$ cat src/usb_ctl_pkg.sv
// constants for the usb device control block
package usb_ctl_pkg;

  // ----------------------------------------------------------------
  // register offsets in the special function space
  // ----------------------------------------------------------------
  localparam logic [7:0] OFS_DEVICE_ADDRESS   = 8'hE2;
  localparam logic [7:0] OFS_FIFO_PAIRING     = 8'hE3;
  localparam logic [7:0] OFS_GLOBAL_IRQ_EN    = 8'hE4;
  localparam logic [7:0] OFS_IN_FIFO_IRQ_EN   = 8'hE5;
  localparam logic [7:0] OFS_GLOBAL_FLAGS     = 8'hE8;
  localparam logic [7:0] OFS_IN_FIFO_FLAGS    = 8'hE9;

  // ----------------------------------------------------------------
  // reset values
  // ----------------------------------------------------------------
  localparam logic [7:0] RST_DEVICE_ADDRESS   = 8'h00;
  localparam logic [7:0] RST_FIFO_PAIRING     = 8'h00;
  localparam logic [7:0] RST_GLOBAL_IRQ_EN    = 8'h00;
  localparam logic [7:0] RST_IN_FIFO_IRQ_EN   = 8'h00;
  localparam logic [4:0] RST_IN_EMPTY         = 5'h1F;

  // ----------------------------------------------------------------
  // field positions
  // ----------------------------------------------------------------
  localparam int ADDR_W          = 7;
  localparam int NUM_EP          = 5;
  localparam int NUM_PAIR        = 4;
  localparam int NUM_GLOBAL      = 4;
  localparam int PAIR_IN_EP1     = 0;
  localparam int PAIR_IN_EP3     = 1;
  localparam int PAIR_OUT_EP1    = 2;
  localparam int PAIR_OUT_EP3    = 3;
  localparam int GBIT_WAKE       = 0;
  localparam int GBIT_PACKET_END = 1;
  localparam int GBIT_IDLE_SLEEP = 2;
  localparam int GBIT_BUS_RESET  = 3;
  localparam int GBIT_SUMMARY    = 7;
  localparam int GBIT_IN_SUMMARY = 6;

  // ----------------------------------------------------------------
  // timing
  // ----------------------------------------------------------------
  localparam int CLK_KHZ         = 100_000;
  localparam int IDLE_SLEEP_MS   = 3;
  localparam int BUS_RESET_MS    = 10;
  localparam int IDLE_SLEEP_CYC  = IDLE_SLEEP_MS * CLK_KHZ;
  localparam int BUS_RESET_CYC   = BUS_RESET_MS * CLK_KHZ;

  // ----------------------------------------------------------------
  // link states
  // ----------------------------------------------------------------
  typedef enum logic [1:0] {
    LINK_RUN   = 2'b01,
    LINK_SLEEP = 2'b10
  } link_state_t;

endpackage

$ cat src/line_hold_timer.sv
// counts how long a line condition holds and pulses once at the limit
`timescale 1ns/1ns
module line_hold_timer #(
  parameter int LIMIT = 1000
) (
  input  wire logic clk_sys,
  input  wire logic arst_n,
  input  wire logic hold,
  output logic      expired
);

  localparam int CW = $clog2(LIMIT + 1);

  typedef struct packed {
    logic [CW-1:0] cnt;
    logic          fired;
  } timer_st_t;

  timer_st_t st;
  timer_st_t next_st;

  // ----------------------------------------------------------------
  // counter
  // ----------------------------------------------------------------
  assign expired = hold && !st.fired && (st.cnt == CW'(LIMIT - 1));

  always_comb begin
    next_st = st;
    if (!hold) begin
      next_st.cnt   = '0;
      next_st.fired = 1'b0;
    end else if (expired) begin
      next_st.fired = 1'b1;
    end else if (!st.fired) begin
      next_st.cnt = st.cnt + 1'b1;
    end
  end

  always_ff @(posedge clk_sys or negedge arst_n) begin
    if (!arst_n) begin
      st <= '0;
    end else begin
      st <= next_st;
    end
  end
endmodule // line_hold_timer

$ cat src/usb_dev_ctl.sv
// usb device address filter, fifo pairing and event flag control
`timescale 1ns/1ns
module usb_dev_ctl #(
  parameter int IDLE_CYC  = usb_ctl_pkg::IDLE_SLEEP_CYC,
  parameter int RESET_CYC = usb_ctl_pkg::BUS_RESET_CYC
) (
  input  wire logic        clk_sys,
  input  wire logic        arst_n,
  input  wire logic [7:0]  sfr_addr,
  input  wire logic        sfr_wr,
  input  wire logic        sfr_rd,
  input  wire logic [7:0]  sfr_wdata,
  output logic      [7:0]  sfr_rdata,
  input  wire logic        line_se0,
  input  wire logic        line_activity,
  input  wire logic        eop_seen,
  input  wire logic        tok_valid,
  input  wire logic [6:0]  tok_addr,
  output logic             addr_match,
  input  wire logic        size_wr,
  input  wire logic [2:0]  size_ep,
  input  wire logic        size_dir_in,
  output logic      [3:0]  pair_enable,
  output logic      [3:0]  active_buf,
  input  wire logic [4:0]  in_sent,
  input  wire logic [4:0]  in_loaded,
  input  wire logic [4:0]  out_filled,
  input  wire logic [4:0]  out_drained,
  output logic      [4:0]  in_empty,
  output logic      [4:0]  out_full,
  output logic      [4:0]  out_event,
  output logic             sie_reset,
  output logic             sie_clk_en,
  output logic             irq_req
);

  typedef struct packed {
    logic [6:0]                  dev_addr;
    logic [3:0]                  pair;
    logic [3:0]                  gen;
    logic [4:0]                  inen;
    logic [3:0]                  gflag;
    logic [4:0]                  inflag;
    logic [4:0]                  in_empty;
    logic [4:0]                  out_full;
    logic [4:0]                  out_evt;
    logic [3:0]                  buf_sel;
    usb_ctl_pkg::link_state_t    state;
    logic                        sie_rst;
    logic [7:0]                  rdata;
  } ctl_st_t;

  ctl_st_t st;
  ctl_st_t next_st;

  logic    idle_expired;
  logic    se0_expired;
  logic    bus_reset_evt;
  logic    wake_evt;
  logic    idle_hold;
  logic    pair_hit;
  logic [1:0] pair_idx;

  // ----------------------------------------------------------------
  // helpers
  // ----------------------------------------------------------------
  function automatic logic [1:0] pair_of(input logic [2:0] ep, input logic dir_in);
    logic [1:0] idx;
    idx = 2'd0;
    if (dir_in && ep == 3'd1) idx = 2'(usb_ctl_pkg::PAIR_IN_EP1);
    if (dir_in && ep == 3'd3) idx = 2'(usb_ctl_pkg::PAIR_IN_EP3);
    if (!dir_in && ep == 3'd1) idx = 2'(usb_ctl_pkg::PAIR_OUT_EP1);
    if (!dir_in && ep == 3'd3) idx = 2'(usb_ctl_pkg::PAIR_OUT_EP3);
    return idx;
  endfunction

  function automatic logic is_odd_pair_ep(input logic [2:0] ep);
    return (ep == 3'd1) || (ep == 3'd3);
  endfunction

  function automatic logic [7:0] global_flags_view(input logic [3:0] g, input logic [4:0] inf);
    logic [7:0] v;
    v = {4'h0, g};
    v[usb_ctl_pkg::GBIT_SUMMARY]    = |g;
    v[usb_ctl_pkg::GBIT_IN_SUMMARY] = |inf;
    return v;
  endfunction

  // ----------------------------------------------------------------
  // line timers
  // ----------------------------------------------------------------
  assign idle_hold = !line_activity && !line_se0 && (st.state == usb_ctl_pkg::LINK_RUN);

  line_hold_timer #(.LIMIT(IDLE_CYC)) u_idle_timer (
    .clk_sys (clk_sys),
    .arst_n  (arst_n),
    .hold    (idle_hold),
    .expired (idle_expired)
  );

  line_hold_timer #(.LIMIT(RESET_CYC)) u_se0_timer (
    .clk_sys (clk_sys),
    .arst_n  (arst_n),
    .hold    (line_se0),
    .expired (se0_expired)
  );

  assign bus_reset_evt = se0_expired;
  assign wake_evt      = (st.state == usb_ctl_pkg::LINK_SLEEP) && line_activity
                         && !bus_reset_evt;

  // ----------------------------------------------------------------
  // outputs
  // ----------------------------------------------------------------
  assign pair_idx    = pair_of(size_ep, size_dir_in);
  assign pair_hit    = size_wr && is_odd_pair_ep(size_ep) && st.pair[pair_idx];
  assign addr_match  = tok_valid && (tok_addr == st.dev_addr);
  assign sfr_rdata   = st.rdata;
  assign pair_enable = st.pair;
  assign active_buf  = st.buf_sel;
  assign in_empty    = st.in_empty;
  assign out_full    = st.out_full;
  assign out_event   = st.out_evt;
  assign sie_reset   = st.sie_rst;
  assign sie_clk_en  = (st.state == usb_ctl_pkg::LINK_RUN);
  assign irq_req     = |(st.gflag & st.gen) | |(st.inflag & st.inen);

  // ----------------------------------------------------------------
  // next state
  // ----------------------------------------------------------------
  always_comb begin
    next_st         = st;
    next_st.sie_rst = 1'b0;
    next_st.out_evt = out_filled;

    // register writes; a zero written to a flag bit clears it
    if (sfr_wr) begin
      case (sfr_addr)
        usb_ctl_pkg::OFS_DEVICE_ADDRESS: next_st.dev_addr = sfr_wdata[6:0];
        usb_ctl_pkg::OFS_FIFO_PAIRING:   next_st.pair     = sfr_wdata[3:0];
        usb_ctl_pkg::OFS_GLOBAL_IRQ_EN:  next_st.gen      = sfr_wdata[3:0];
        usb_ctl_pkg::OFS_IN_FIFO_IRQ_EN: next_st.inen     = sfr_wdata[4:0];
        usb_ctl_pkg::OFS_GLOBAL_FLAGS:   next_st.gflag    = st.gflag & sfr_wdata[3:0];
        usb_ctl_pkg::OFS_IN_FIFO_FLAGS:  next_st.inflag   = st.inflag & sfr_wdata[4:0];
        default: ;
      endcase
    end

    // register reads, answered one cycle later
    if (sfr_rd) begin
      case (sfr_addr)
        usb_ctl_pkg::OFS_DEVICE_ADDRESS: next_st.rdata = {1'b0, st.dev_addr};
        usb_ctl_pkg::OFS_FIFO_PAIRING:   next_st.rdata = {4'h0, st.pair};
        usb_ctl_pkg::OFS_GLOBAL_IRQ_EN:  next_st.rdata = {4'h0, st.gen};
        usb_ctl_pkg::OFS_IN_FIFO_IRQ_EN: next_st.rdata = {3'h0, st.inen};
        usb_ctl_pkg::OFS_GLOBAL_FLAGS:   next_st.rdata = global_flags_view(st.gflag, st.inflag);
        usb_ctl_pkg::OFS_IN_FIFO_FLAGS:  next_st.rdata = {3'h0, st.inflag};
        default:                         next_st.rdata = 8'h00;
      endcase
    end

    // unpaired fifos fall back to the first buffer
    next_st.buf_sel = st.buf_sel & next_st.pair;
    if (pair_hit) begin
      next_st.buf_sel[pair_idx] = ~st.buf_sel[pair_idx];
    end

    // fifo status; events win over clears
    next_st.in_empty = (st.in_empty & ~in_loaded) | in_sent;
    next_st.inflag   = next_st.inflag | in_sent;
    next_st.out_full = (st.out_full & ~out_drained) | out_filled;

    // global events
    if (eop_seen) begin
      next_st.gflag[usb_ctl_pkg::GBIT_PACKET_END] = 1'b1;
    end

    case (st.state)
      usb_ctl_pkg::LINK_RUN: begin
        if (idle_expired) begin
          next_st.state = usb_ctl_pkg::LINK_SLEEP;
          next_st.gflag[usb_ctl_pkg::GBIT_IDLE_SLEEP] = 1'b1;
        end
      end
      usb_ctl_pkg::LINK_SLEEP: begin
        if (wake_evt) begin
          next_st.state = usb_ctl_pkg::LINK_RUN;
          next_st.gflag[usb_ctl_pkg::GBIT_WAKE] = 1'b1;
        end
      end
      default: next_st.state = usb_ctl_pkg::LINK_RUN;
    endcase

    if (bus_reset_evt) begin
      next_st.state    = usb_ctl_pkg::LINK_RUN;
      next_st.sie_rst  = 1'b1;
      next_st.dev_addr = usb_ctl_pkg::RST_DEVICE_ADDRESS[6:0];
      next_st.buf_sel  = 4'h0;
      next_st.gflag[usb_ctl_pkg::GBIT_BUS_RESET] = 1'b1;
    end
  end

  always_ff @(posedge clk_sys or negedge arst_n) begin
    if (!arst_n) begin
      st          <= '0;
      st.dev_addr <= usb_ctl_pkg::RST_DEVICE_ADDRESS[6:0];
      st.pair     <= usb_ctl_pkg::RST_FIFO_PAIRING[3:0];
      st.gen      <= usb_ctl_pkg::RST_GLOBAL_IRQ_EN[3:0];
      st.inen     <= usb_ctl_pkg::RST_IN_FIFO_IRQ_EN[4:0];
      st.in_empty <= usb_ctl_pkg::RST_IN_EMPTY;
      st.state    <= usb_ctl_pkg::LINK_RUN;
    end else begin
      st <= next_st;
    end
  end
endmodule // usb_dev_ctl

$ cat config.mk
export PLATFORM = sky130hd
export DESIGN_NAME = usb_dev_ctl
export DESIGN_NICKNAME = d
export VERILOG_FILES = /design/src/usb_ctl_pkg.sv /design/src/line_hold_timer.sv /design/src/usb_dev_ctl.sv
export SDC_FILE = /design/constraint.sdc
export NUM_CORES = 1
export LEC_CHECK = 0
export ABC_AREA = 1
export BUFFER_PORTS_ARGS = -buffer_cell sky130_fd_sc_hd__buf_4
export CORE_ASPECT_RATIO = 1.4
export CORE_UTILIZATION = 52
export CTS_CLUSTER_DIAMETER = 30
export DETAILED_ROUTE_END_ITERATION = 10
export PLACE_DENSITY_LB_ADDON = 0.12
export SETUP_SLACK_MARGIN = 0.5
export SLEW_MARGIN = 20
export SYNTH_ARGS = -nofsm -noshare
export SYNTH_HDL_FRONTEND = slang
export SYNTH_HIERARCHICAL = 1
export SYNTH_SLANG_ARGS = --single-unit
$ cat constraint.sdc
create_clock -name clk_sys -period 2.1 [get_ports clk_sys]
set_clock_uncertainty 0.15 [all_clocks]
set_input_delay 0.42 -clock clk_sys [delete_from_list [all_inputs] [get_ports clk_sys]]
set_output_delay 0.42 -clock clk_sys [all_outputs]
set_load 0.02 [all_outputs]
Word-level counts from Yosys, hierarchy flattened. Cells that the tools add are included. Widths: inputs -> output; s select.

Add/subtract/negate cells: 2. $lt $le $gt $ge: 2. Equal/unequal tests: 21. Muxes and demuxes: 38. Bitwise gates (word level): 14. Reductions and logical operators: 39.

Operators with widths (number): $mux 20 (3); $eq 8x8->1 const B (6); $pmux 8 s6 (1); $mux 19 (2); $mux 29 (1); $mux 21 (1); $mux 7 (3); $add 20x1->20 const B (1); $and 5x5->5 (4); $eq 20x20->1 const B (1); $add 19x1->19 const B (1); $eq 19x19->1 const B (1); $mux 4 (4); $reduce_and 2->1 (8); $logic_and 1x1->1 (15); $or 5x5->5 (3); $and 4x4->4 (3); $mux 1 (12); $mux 5 (2); $ne 2x2->1 const B (5); $not 5->5 (2); $reduce_bool 2->1 (5); $reduce_or 5->1 (2); $mux 2 (4); 19 further kinds (26).

Register bits after elaboration: 100. Input port bits: 56. Output and inout port bits: 35. Logic and storage cells: 135.

Depth between registers and ports, before layout. Gate-level depths: netlist of the first run.

Depth after elaboration: 12. Depth in mapped cells: 12. Depth with buffers taken out: 11.

By module. Netlist of the first run, hierarchy kept.

Modules (own cells, without submodules): usb_dev_ctl (instances 1, cells each 414, area each 3240.6 um2, sequential area each 1483.9 um2); line_hold_timer (u_se0_timer) (instances 1, cells each 214, area each 1435.1 um2, sequential area each 525.5 um2); line_hold_timer (u_idle_timer) (instances 1, cells each 190, area each 1345.0 um2, sequential area each 500.5 um2).

Worst setup path after synthesis of the first run. OpenSTA, ideal clock, no wires.

Path kind: flip-flop to flip-flop. Start point: register, netlist name st[9]. End point: register u_idle_timer/st[13] (netlist name). Library setup time: 76 ps. Arrival: 2023 ps. Required time: 1874 ps. Slack: -150 ps. Stages on the path, launching flop included: 13. Path buffers: 2. Period minus slack after synthesis: 2250 ps. Cells stage by stage: dfstp_2 -> inv_1 -> nor2_1 -> inv_1 -> nor3_1 -> buf_4 -> nand4_1 -> nor2_4 -> nand3_4 -> nand2_4 -> buf_8 -> nand2_1 -> o21ai_2.

RTL lines: to (signal assigned) (line line_hold_timer.sv:43) `st <= next_st;`; to (decl) (line line_hold_timer.sv:19) `timer_st_t st;`.

==> metrics.txt, run 1 <==
overall overflow remaining after global route=0; Hold Fails Final Rpt=0; Layout area overhead=29.14%; stages on the worst setup path=5; Syn Std Cell Area=approximately 0.006 mm2; Vias/cell=5.320; total number of clock tree sinks=100; flip-flop and latch count after synthesis=100; hold-critical path depth=1; pre-CTS setup slack=0.09187 ns; highest net fanout along the worst path=2; Hold Crit Start=out_filled[2]; critical path's top delay family=flip-flops; non-filler cells, final=between 1000 and 1500; r2r startpoint=st[9]; worst setup slack for register-to-register paths=roughly 0.13 ns; buffer levels on the longest clock path=2; Crit path buffers/inverters=1; number of warning messages in the yosys log=6; Hold WC Path Type=in -> reg; worst hold endpoint=out_event[2]; sequential share of the synthesized area=0.4169; Core Box Area=between 0.01 and 0.015 mm2; total nets after synthesis=876; transition time at the pin with the least slew margin=approximately 0.54 ns; CTS tree=built; synthesized instance count=a little over 800; slowest cell delay on critical path=0.39 ns; count of flip-flops with a built-in enable after synthesis=0; number of levels the H-tree was split into=3; Power Total=roughly 4.2 mW; total power per unit cell area=between 500 and 600 mW/mm2; Root Driver=sky130_fd_sc_hd__clkbuf_16; vias in the first global route=5631; standby leakage power=around 3.8 nW; post-route setup TNS=0 ns; TritonCTS Buffers=9; run status=finished clean; Rows=46; Critical Path End Type=primary output; Setup WS post-layout=roughly 0.11 ns; post-route clock period utilization=0.9457; final period demand of the worst path=between 1.5 and 2 ns; worst flop-to-flop path endpoint=st[10]; worst hold slack=around 0.023 ns; mean cell area of the mapped netlist=between 7 and 8 um2; synth unique cells=41; final count of pins violating max slew=0; top flip-flop cell by instance count after synthesis=sky130_fd_sc_hd__dfrtp_1; total inserted antenna cells=0; final cell utilization of the core=0.6892; async set or reset register ratio after synthesis=1.000; horizontal die dimension=about 93 um; global-route wire length before repair=25.92 mm; type of the worst setup path=reg -> out; placed standard-cell area=about 0.0067 mm2; routability-driven placement congestion ratio=approximately 0.93; final wirelength=about 16 mm; I/O pin cnt=between 90 and 100; arrival time worst endpoint=about 1.4 ns; initial standard-cell utilization of the core=0.5337; final setup violation count=0; antenna-violating nets left=0; total number of nets in the final design=roughly 1000; RSZ-0062 raised after global routing=yes; number of DRC markers after the initial detailed-route iteration=around 220; post-placement cell count=1019; maximum capacitance violations=0; Vias=roughly 5800; Worst-path clk slew=roughly 0.080 ns; critical path startpoint category=flop; die area=about 0.012 mm2; fill cell instance count of the final layout=967; required time reported for the critical path endpoint=1.53 ns; Avg WL per Cell=approximately 15 um; cell at the slowest stage of the critical path=sky130_fd_sc_hd__dfrtp_1; cell depth of the worst flop-to-flop path=13; vertical extent of the die=~130 um; DRC violations left=0; PortBufs=89; number of search-and-repair iterations in the first detailed-routing pass=5; share of layout cells above drive strength 1=0.3015; HPWL after detailed placement=between 10 and 15 mm; maximum number of pins on one net before global-route repair=38; highest attainable clock frequency=~500 MHz; final standard cell area without fillers=0.007775 mm2; worst relative slew slack=0.6381; clock latency reported for the late side of the worst-skew pair=between 0.3 and 0.4 ns; cell breakdown of the critical path=xor2_1 > nor2_1 > o2111ai_1 > nor2_2 > buf_4; GRT Util Overall=0.2746; Peak supply drop=approximately 0.4 mV; antenna violations before repair=0
==> flip-flops by register name, indices dropped and copies added (netlist names) <==
signal	count
u_se0_timer/st	21
pair_enable	4
sfr_rdata	8
out_event	5
in_empty	5
out_full	5
st	27
active_buf	4
sie_reset	1
u_idle_timer/st	20
==> cell type report <==
| cell class | instances | area [um2] | area share |
|---|---|---|---|
| Clock buffer | 9 | 225.2 | 0.02897 |
| Clock inverter | 7 | 71.32 | 0.009173 |
| Inverter | 104 | 411.6 | 0.05294 |
| Multi-Input combinational cell | 574 | 3109 | 0.3999 |
| Sequential cell | 100 | 2522 | 0.3244 |
| Tap cell | 144 | 180.2 | 0.02317 |
| Timing Repair Buffer | 148 | 1255 | 0.1614 |
==> repair_timing <==
action                     4_1_cts  5_1_grt
setup endpoints to repair       57       62
pin swaps                       11       13
hold endpoints to repair        32        0
hold buffers                     1        0
setup buffers                   32       16
gates cloned                     2        0
resized for setup               43       68
==> synthesized netlist by cell type, types with 4 or more instances <==
cell type / number / area (um2)
sky130_fd_sc_hd__nand2_2: 8 / 50.05
sky130_fd_sc_hd__nor2_4: 5 / 56.30
sky130_fd_sc_hd__buf_4: 34 / 255.2
sky130_fd_sc_hd__o21bai_1: 8 / 60.06
sky130_fd_sc_hd__nand2_1: 239 / 897.1
sky130_fd_sc_hd__o21ai_0: 25 / 125.1
sky130_fd_sc_hd__inv_1: 98 / 367.9
sky130_fd_sc_hd__nor3_1: 10 / 50.05
sky130_fd_sc_hd__o21ai_2: 8 / 70.07
sky130_fd_sc_hd__nor2_1: 82 / 307.8
sky130_fd_sc_hd__xor2_1: 15 / 131.4
sky130_fd_sc_hd__nor2_2: 8 / 50.05
sky130_fd_sc_hd__o21ai_1: 35 / 175.2
sky130_fd_sc_hd__dfstp_2: 6 / 157.7
sky130_fd_sc_hd__inv_2: 4 / 15.01
sky130_fd_sc_hd__nand4_1: 23 / 143.9
sky130_fd_sc_hd__dfrtp_1: 94 / 2352
sky130_fd_sc_hd__nand3_1: 69 / 345.3
sky130_fd_sc_hd__nand3_2: 8 / 80.08
==> how the worst max path moves through the flow <==
stage	end	slack (ns)	startpoint
global route	addr_match	0.004	st[56]
floorplan	u_idle_timer/st[13]	0.12	st[9]
CTS	addr_match	0.10	st[56]
detailed placement	u_idle_timer/st[17]	0.09	st[9]
global placement	u_idle_timer/st[16]	0.16	st[9]
finish	addr_match	0.11	st[58]
==> cell usage in the layout (no fill, tap or decap), types with 3 or more instances in the layout <==
master	Yosys	final
sky130_fd_sc_hd__nand2_1	239	221
sky130_fd_sc_hd__buf_4	34	121
sky130_fd_sc_hd__inv_1	98	92
sky130_fd_sc_hd__dfrtp_1	94	84
sky130_fd_sc_hd__nor2_1	82	70
sky130_fd_sc_hd__nand3_1	69	67
sky130_fd_sc_hd__o21ai_1	35	35
sky130_fd_sc_hd__nand4_1	23	23
sky130_fd_sc_hd__buf_6	2	21
sky130_fd_sc_hd__nand2_2	8	20
sky130_fd_sc_hd__o21ai_2	8	20
sky130_fd_sc_hd__nor2_2	8	15
sky130_fd_sc_hd__xor2_1	15	15
sky130_fd_sc_hd__o21ai_0	25	13
sky130_fd_sc_hd__nor2_4	5	10
sky130_fd_sc_hd__dfrtp_2	0	10
sky130_fd_sc_hd__clkbuf_16	0	9
sky130_fd_sc_hd__o21bai_1	8	8
sky130_fd_sc_hd__nor3_1	10	8
sky130_fd_sc_hd__nand3_2	8	7
sky130_fd_sc_hd__nand3_4	3	7
sky130_fd_sc_hd__inv_2	4	6
sky130_fd_sc_hd__dfstp_2	6	6
sky130_fd_sc_hd__nand2_4	2	6
sky130_fd_sc_hd__buf_12	0	5
sky130_fd_sc_hd__and2_1	3	3
sky130_fd_sc_hd__inv_8	0	3
sky130_fd_sc_hd__nor3_4	1	3
sky130_fd_sc_hd__a21oi_1	3	3
sky130_fd_sc_hd__o31ai_1	3	3
sky130_fd_sc_hd__clkinv_4	0	3
sky130_fd_sc_hd__nand2_8	0	3
==> routing by layer <==
metal	vias up	wire, um	global-route usage
met5	-	0	0
met3	37	631	0.03580
met1	2735	6202	0.3041
li1	2830	-	-
met4	0	474	0.1213
met2	175	8804	0.5190
==> power breakdown <==
part           total, mW  switching [mW]  internal [mW]
Clock               1.65           0.813          0.838
Combinational      0.524           0.297          0.228
Sequential          2.04          0.0507           1.99
==> logic make-up (layout without fill, tap and decap cells) <==
family                   count (synthesis)  after routing  share of synthesized area
XOR/XNOR                                15             15                    0.02182
AND/OR/NAND/NOR                        468            470                     0.3556
flip-flops                             100            100                     0.4169
adder cells (fa/ha/maj)                  2              2                   0.004156
AO/OA/AOI/OAI                           87             87                    0.08437
buffers and inverters                  146            268                     0.1172
No activity file was read; power rests on OpenSTA's default activity.
==> run 2, diff against run 1 <==
- CORE_ASPECT_RATIO: 1.4 -> unset
==> metrics.txt, run 2 (synthesized netlist as in run 1, its figures left out) <==
post-route clock period utilization=0.9636; clock latency reported for the late side of the worst-skew pair=around 0.35 ns; buffer levels on the longest clock path=2; biggest regs=st x27, u_se0_timer/st x21, u_idle_timer/st x20; Vias/cell=between 5 and 6; DRC violations left=0; sequential fraction of design power=0.471; worst setup slack for register-to-register paths=0.09 ns; maximum number of pins on one net before global-route repair=33; Power Total=between 4 and 5 mW; Rows=38; die area=0.01201 mm2; vias in the first global route=approximately 5500; r2r startpoint=st[9]; total number of nets in the final design=~1000; cell depth of the worst flop-to-flop path=12; worst flop-to-flop path endpoint=u_idle_timer/st[8]; TritonCTS Buffers=9; type of the worst setup path=reg -> out; highest net fanout along the worst path=2; Root Driver=sky130_fd_sc_hd__clkbuf_16; vertical extent of the die=~110 um; power share of the clock group=0.407; antenna violations before repair=0; largest register by flop count=st; critical path startpoint category=flop; GRT Util Overall=0.2797; met2 usage=0.4847; final period demand of the worst path=2.024 ns; number of levels the H-tree was split into=3; initial standard-cell utilization of the core=0.5435; grt met1 use=0.3478; Vias=between 5000 and 6000; CTS tree=built; Core Box Area=roughly 0.011 mm2; Peak supply drop=between 0.4 and 0.5 mV; HPWL after detailed placement=11.09 mm; worst hold endpoint=out_event[0]; share of total power in combinational logic=0.122; overall overflow remaining after global route=0; total power per unit cell area=approximately 550 mW/mm2; Critical Path End Type=primary output; horizontal die dimension=approximately 110 um; final setup violation count=0; post-route setup TNS=0 ns; maximum capacitance violations=0; routability-driven placement congestion ratio=around 0.91; Hold Fails Final Rpt=0; Hold Crit Start=out_filled[0]; final cell utilization of the core=0.7127; PortBufs=89; grt met3 use=0.05216; share of layout cells above drive strength 1=0.3203; number of DRC markers after the initial detailed-route iteration=417; total number of clock tree sinks=100; final count of pins violating max slew=0; layer with the highest usage=met2; standby leakage power=roughly 3.9 nW; transition time at the pin with the least slew margin=roughly 0.47 ns; total internal power=~3.3 mW; number of search-and-repair iterations in the first detailed-routing pass=5; most used cells in the layout excluding fill and tap cells=sky130_fd_sc_hd__nand2_1 (207), sky130_fd_sc_hd__buf_4 (124), sky130_fd_sc_hd__inv_1 (89); arrival time worst endpoint=between 1 and 1.5 ns; Avg WL per Cell=between 15 and 20 um; switch share=0.2464; I/O pin cnt=around 90; worst relative slew slack=0.6868; hold-critical path depth=1; antenna-violating nets left=0; flip-flop count of the largest register, all copies and words added=27; RSZ-0062 raised after global routing=yes; required time reported for the critical path endpoint=around 1.5 ns; highest attainable clock frequency=slightly below 500 MHz; Hold WC Path Type=in -> reg; Worst-path clk slew=roughly 0.07 ns; net switching power=around 1.1 mW; final wirelength=around 16 mm; total inserted antenna cells=0; run status=finished clean; most common cell after layout, fill and taps aside=sky130_fd_sc_hd__nand2_1; Layout area overhead=31.13%; global-route wire length before repair=between 20 and 30 mm
-- run 2: cell count changes in the layout (fill, tap and decap cells not counted), moves of 3 or more --
cell / change
sky130_fd_sc_hd__nand2_4: +7
sky130_fd_sc_hd__nand2_1: -14
sky130_fd_sc_hd__buf_6: -3
sky130_fd_sc_hd__clkinv_4: -3
sky130_fd_sc_hd__buf_4: +3
sky130_fd_sc_hd__nand2_2: +7
sky130_fd_sc_hd__inv_1: -3
sky130_fd_sc_hd__nor2_2: -3
-- run 2: how the worst max path moves through the flow --
stage                     cells past startpoint  startpoint  slack, ns             endpoint
after floorplan                              12       st[9]       0.12  u_idle_timer/st[13]
after global placement                       12    line_se0       0.19               st[10]
after detailed placement                     11       st[9]       0.15   u_idle_timer/st[9]
after CTS                                     5      st[38]       0.08              irq_req
after global routing                         12       st[9]      -0.02   u_idle_timer/st[8]
final                                         5      st[38]       0.08              irq_req
-- run 2: repair_timing --
item | CTS | global route
cloned | 2 | 0
gates resized for setup | 58 | 84
setup buffers | 34 | 15
hold buffers | 1 | 0
endpoints found under the hold margin | 19 | 0
pin swaps | 15 | 23
setup endpoints to repair | 55 | 59
-- run 2: power groups by stage --
stage                     clock network, mW  logic, mW  registers, mW
after floorplan                           0      0.281           2.06
after global placement                    0      0.466           2.07
after detailed placement                  0      0.476           2.07
after CTS                              1.79      0.511           2.03
after global routing                   1.86      0.582           2.04
final                                  1.76      0.527           2.04
-- run 2: stage by stage --
step	hold slack (ns)	instance area [um2]	cells	setup WS (ns)
6_report	0.03435	7895	1083	0.07645
5_1_grt	0.02327	7895	1083	-0.01630
4_1_cts	0.02529	7535	1068	0.08045
3_5_place_dp	0.1838	6708	1015	0.1496
3_3_place_gp	0.1844	6708	1015	0.1937
2_1_floorplan	-0.02559	6075	818	0.1203
-- run 2: critical path, cell delays in order, from the launching register on --
cell and delay (ns):
sky130_fd_sc_hd__dfrtp_1 0.40, sky130_fd_sc_hd__nand2_1 0.07, sky130_fd_sc_hd__nand2_1 0.06, sky130_fd_sc_hd__a221oi_2 0.20, sky130_fd_sc_hd__nand4_1 0.20, sky130_fd_sc_hd__buf_6 0.19
-- run 2: area by class of cell --
type                            count  area, um2
Multi-Input combinational cell    573       3168
Clock inverter                      5      77.57
Sequential cell                   100       2524
Inverter                          104      426.7
Clock buffer                       11      232.7
Fill cell                         856       3183
Timing Repair Buffer              150       1291
Tap cell                          140      175.2
-- run 2: layer usage --
metal | vias up | part of all wire
met1 | 2760 | 0.41
li1 | 2833 | -
met3 | 38 | 0.057
met2 | 192 | 0.51
met5 | - | 0
met4 | 0 | 0.025
==> run 3, diff against run 2 <==
- RECOVER_POWER: unset -> 50
==> metrics.txt, run 3 (synthesized netlist as in run 1, its figures left out) <==
run status=finished clean; CTS tree=built; Layout area overhead=30.28%; maximum number of pins on one net before global-route repair=33; type of the worst setup path=reg -> reg; Avg WL per Cell=between 10 and 15 um; RSZ-0062 raised after global routing=yes; global-route wire length before repair=about 26 mm; standby leakage power=around 3.9 nW; non-filler cells, final=~1100; placed standard-cell area=about 0.0067 mm2; total inserted antenna cells=0; post-route clock period utilization=0.9572; initial standard-cell utilization of the core=0.5435; Core Box Area=approximately 0.011 mm2; I/O pin cnt=around 90; Peak supply drop=approximately 0.42 mV; final count of pins violating max slew=0; pre-CTS setup slack=~0.15 ns; Hold Fails Final Rpt=0; worst hold slack=just under 0.06 ns; antenna violations before repair=0; Vias=between 5000 and 6000; GRT Util Overall=0.2797; HPWL after detailed placement=between 10 and 15 mm; final setup violation count=0; final cell utilization of the core=0.7080; Critical Path End Type=flop; flip-flop count of the largest register, all copies and words added=27; most common cell after layout, fill and taps aside=sky130_fd_sc_hd__nand2_1; final wirelength=16.22 mm; vertical extent of the die=between 100 and 150 um; largest register by flop count=st; horizontal die dimension=around 110 um; number of DRC markers after the initial detailed-route iteration=~380; number of search-and-repair iterations in the first detailed-routing pass=5; vias in the first global route=roughly 5500; transition time at the pin with the least slew margin=0.7913 ns; highest attainable clock frequency=between 400 and 500 MHz; total power per unit cell area=roughly 550 mW/mm2; final standard cell area without fillers=0.007844 mm2; DRC violations left=0; biggest regs=st x27, u_se0_timer/st x21, u_idle_timer/st x20; post-placement cell count=roughly 1000; Hold WC Path Type=in -> reg; TritonCTS Buffers=9; total number of nets in the final design=996; arrival time worst endpoint=roughly 2.1 ns; share of layout cells above drive strength 1=0.3139; die area=0.01201 mm2; Root Driver=sky130_fd_sc_hd__clkbuf_16; critical path startpoint category=flop; number of levels the H-tree was split into=3; worst relative slew slack=0.4725; maximum capacitance violations=0; antenna-violating nets left=0; highest net fanout along the worst path=6; Rows=38; routability-driven placement congestion ratio=between 0.9 and 1; overall overflow remaining after global route=0; clock latency reported for the late side of the worst-skew pair=0.35 ns; Worst-path clk slew=0.07 ns; buffer levels on the longest clock path=2; Setup WS post-layout=~0.090 ns; final period demand of the worst path=between 2 and 2.5 ns; most used cells in the layout excluding fill and tap cells=sky130_fd_sc_hd__nand2_1 (207), sky130_fd_sc_hd__buf_4 (115), sky130_fd_sc_hd__inv_1 (89); Vias/cell=between 5 and 6; required time reported for the critical path endpoint=about 2.2 ns; PortBufs=89; total number of clock tree sinks=100
==> run 3: final timing paths <==
check                         startpoint                  to  slack [ns]  cells after the start
min reg2reg                 sfr_rdata[4]        sfr_rdata[4]        0.34                      2
max                                st[9]  u_idle_timer/st[8]        0.09                     12
max reg2reg                        st[9]  u_idle_timer/st[8]        0.09                     12
max in group asynchronous         arst_n  u_idle_timer/st[7]        0.39                      3
min                        out_filled[1]        out_event[1]        0.06                      1
min in group asynchronous         arst_n        sfr_rdata[5]        0.35                      2
==> run 3: repair_timing <==
action                     CTS  global route
hold buffers                 1             0
setup endpoints to repair   55            59
hold endpoints to repair    19             0
pin swaps                   15            23
resized for setup           58            84
cloned                       2             0
setup buffers               34            15
==> run 3: area by class of cell <==
cell class / instances / area [um2]
well taps: 140 / 175.2
flip-flops and latches: 100 / 2524
repair buffers: 150 / 1252
clock inverters: 5 / 77.57
multi-input cells: 573 / 3156
inverters: 104 / 426.7
clock buffers: 11 / 232.7
fillers: 865 / 3234
==> run 3: power by group <==
| part | internal, mW | leakage, nW | switching (mW) |
|---|---|---|---|
| logic | 0.222 | 2.47 | 0.294 |
| clock network | 1.04 | 0.150 | 0.716 |
| registers | 1.99 | 1.27 | 0.0492 |
| total | 3.25 | 3.89 | 1.06 |
==> run 3: per-stage QoR <==
| step | TNS (ns) | total power, mW |
|---|---|---|
| after floorplan | 0 | 2.339 |
| after global placement | 0 | 2.537 |
| after detailed placement | 0 | 2.549 |
| after CTS | 0 | 4.332 |
| after global routing | -0.02717 | 4.477 |
| final | 0 | 4.309 |
==> run 3: per-layer routing <==
| metal | vias up | global-route usage | share of wire |
|---|---|---|---|
| met4 | 0 | 0.1010 | 0.024 |
| met5 | - | 0 | 0 |
| met1 | 2754 | 0.3478 | 0.40 |
| li1 | 2830 | - | - |
| met3 | 35 | 0.05216 | 0.065 |
| met2 | 222 | 0.4847 | 0.51 |
==> run 3: worst max-delay path: stages, from the launching register on <==
cell,delay [ns]
sky130_fd_sc_hd__dfstp_2,0.53
sky130_fd_sc_hd__inv_2,0.05
sky130_fd_sc_hd__nor2_4,0.10
sky130_fd_sc_hd__inv_2,0.06
sky130_fd_sc_hd__nor3_4,0.12
sky130_fd_sc_hd__nand4_1,0.18
sky130_fd_sc_hd__nor2_4,0.14
sky130_fd_sc_hd__nand3_4,0.12
sky130_fd_sc_hd__nand2_8,0.10
sky130_fd_sc_hd__buf_12,0.13
sky130_fd_sc_hd__buf_12,0.13
sky130_fd_sc_hd__nand2_2,0.05
sky130_fd_sc_hd__o21ai_1,0.07
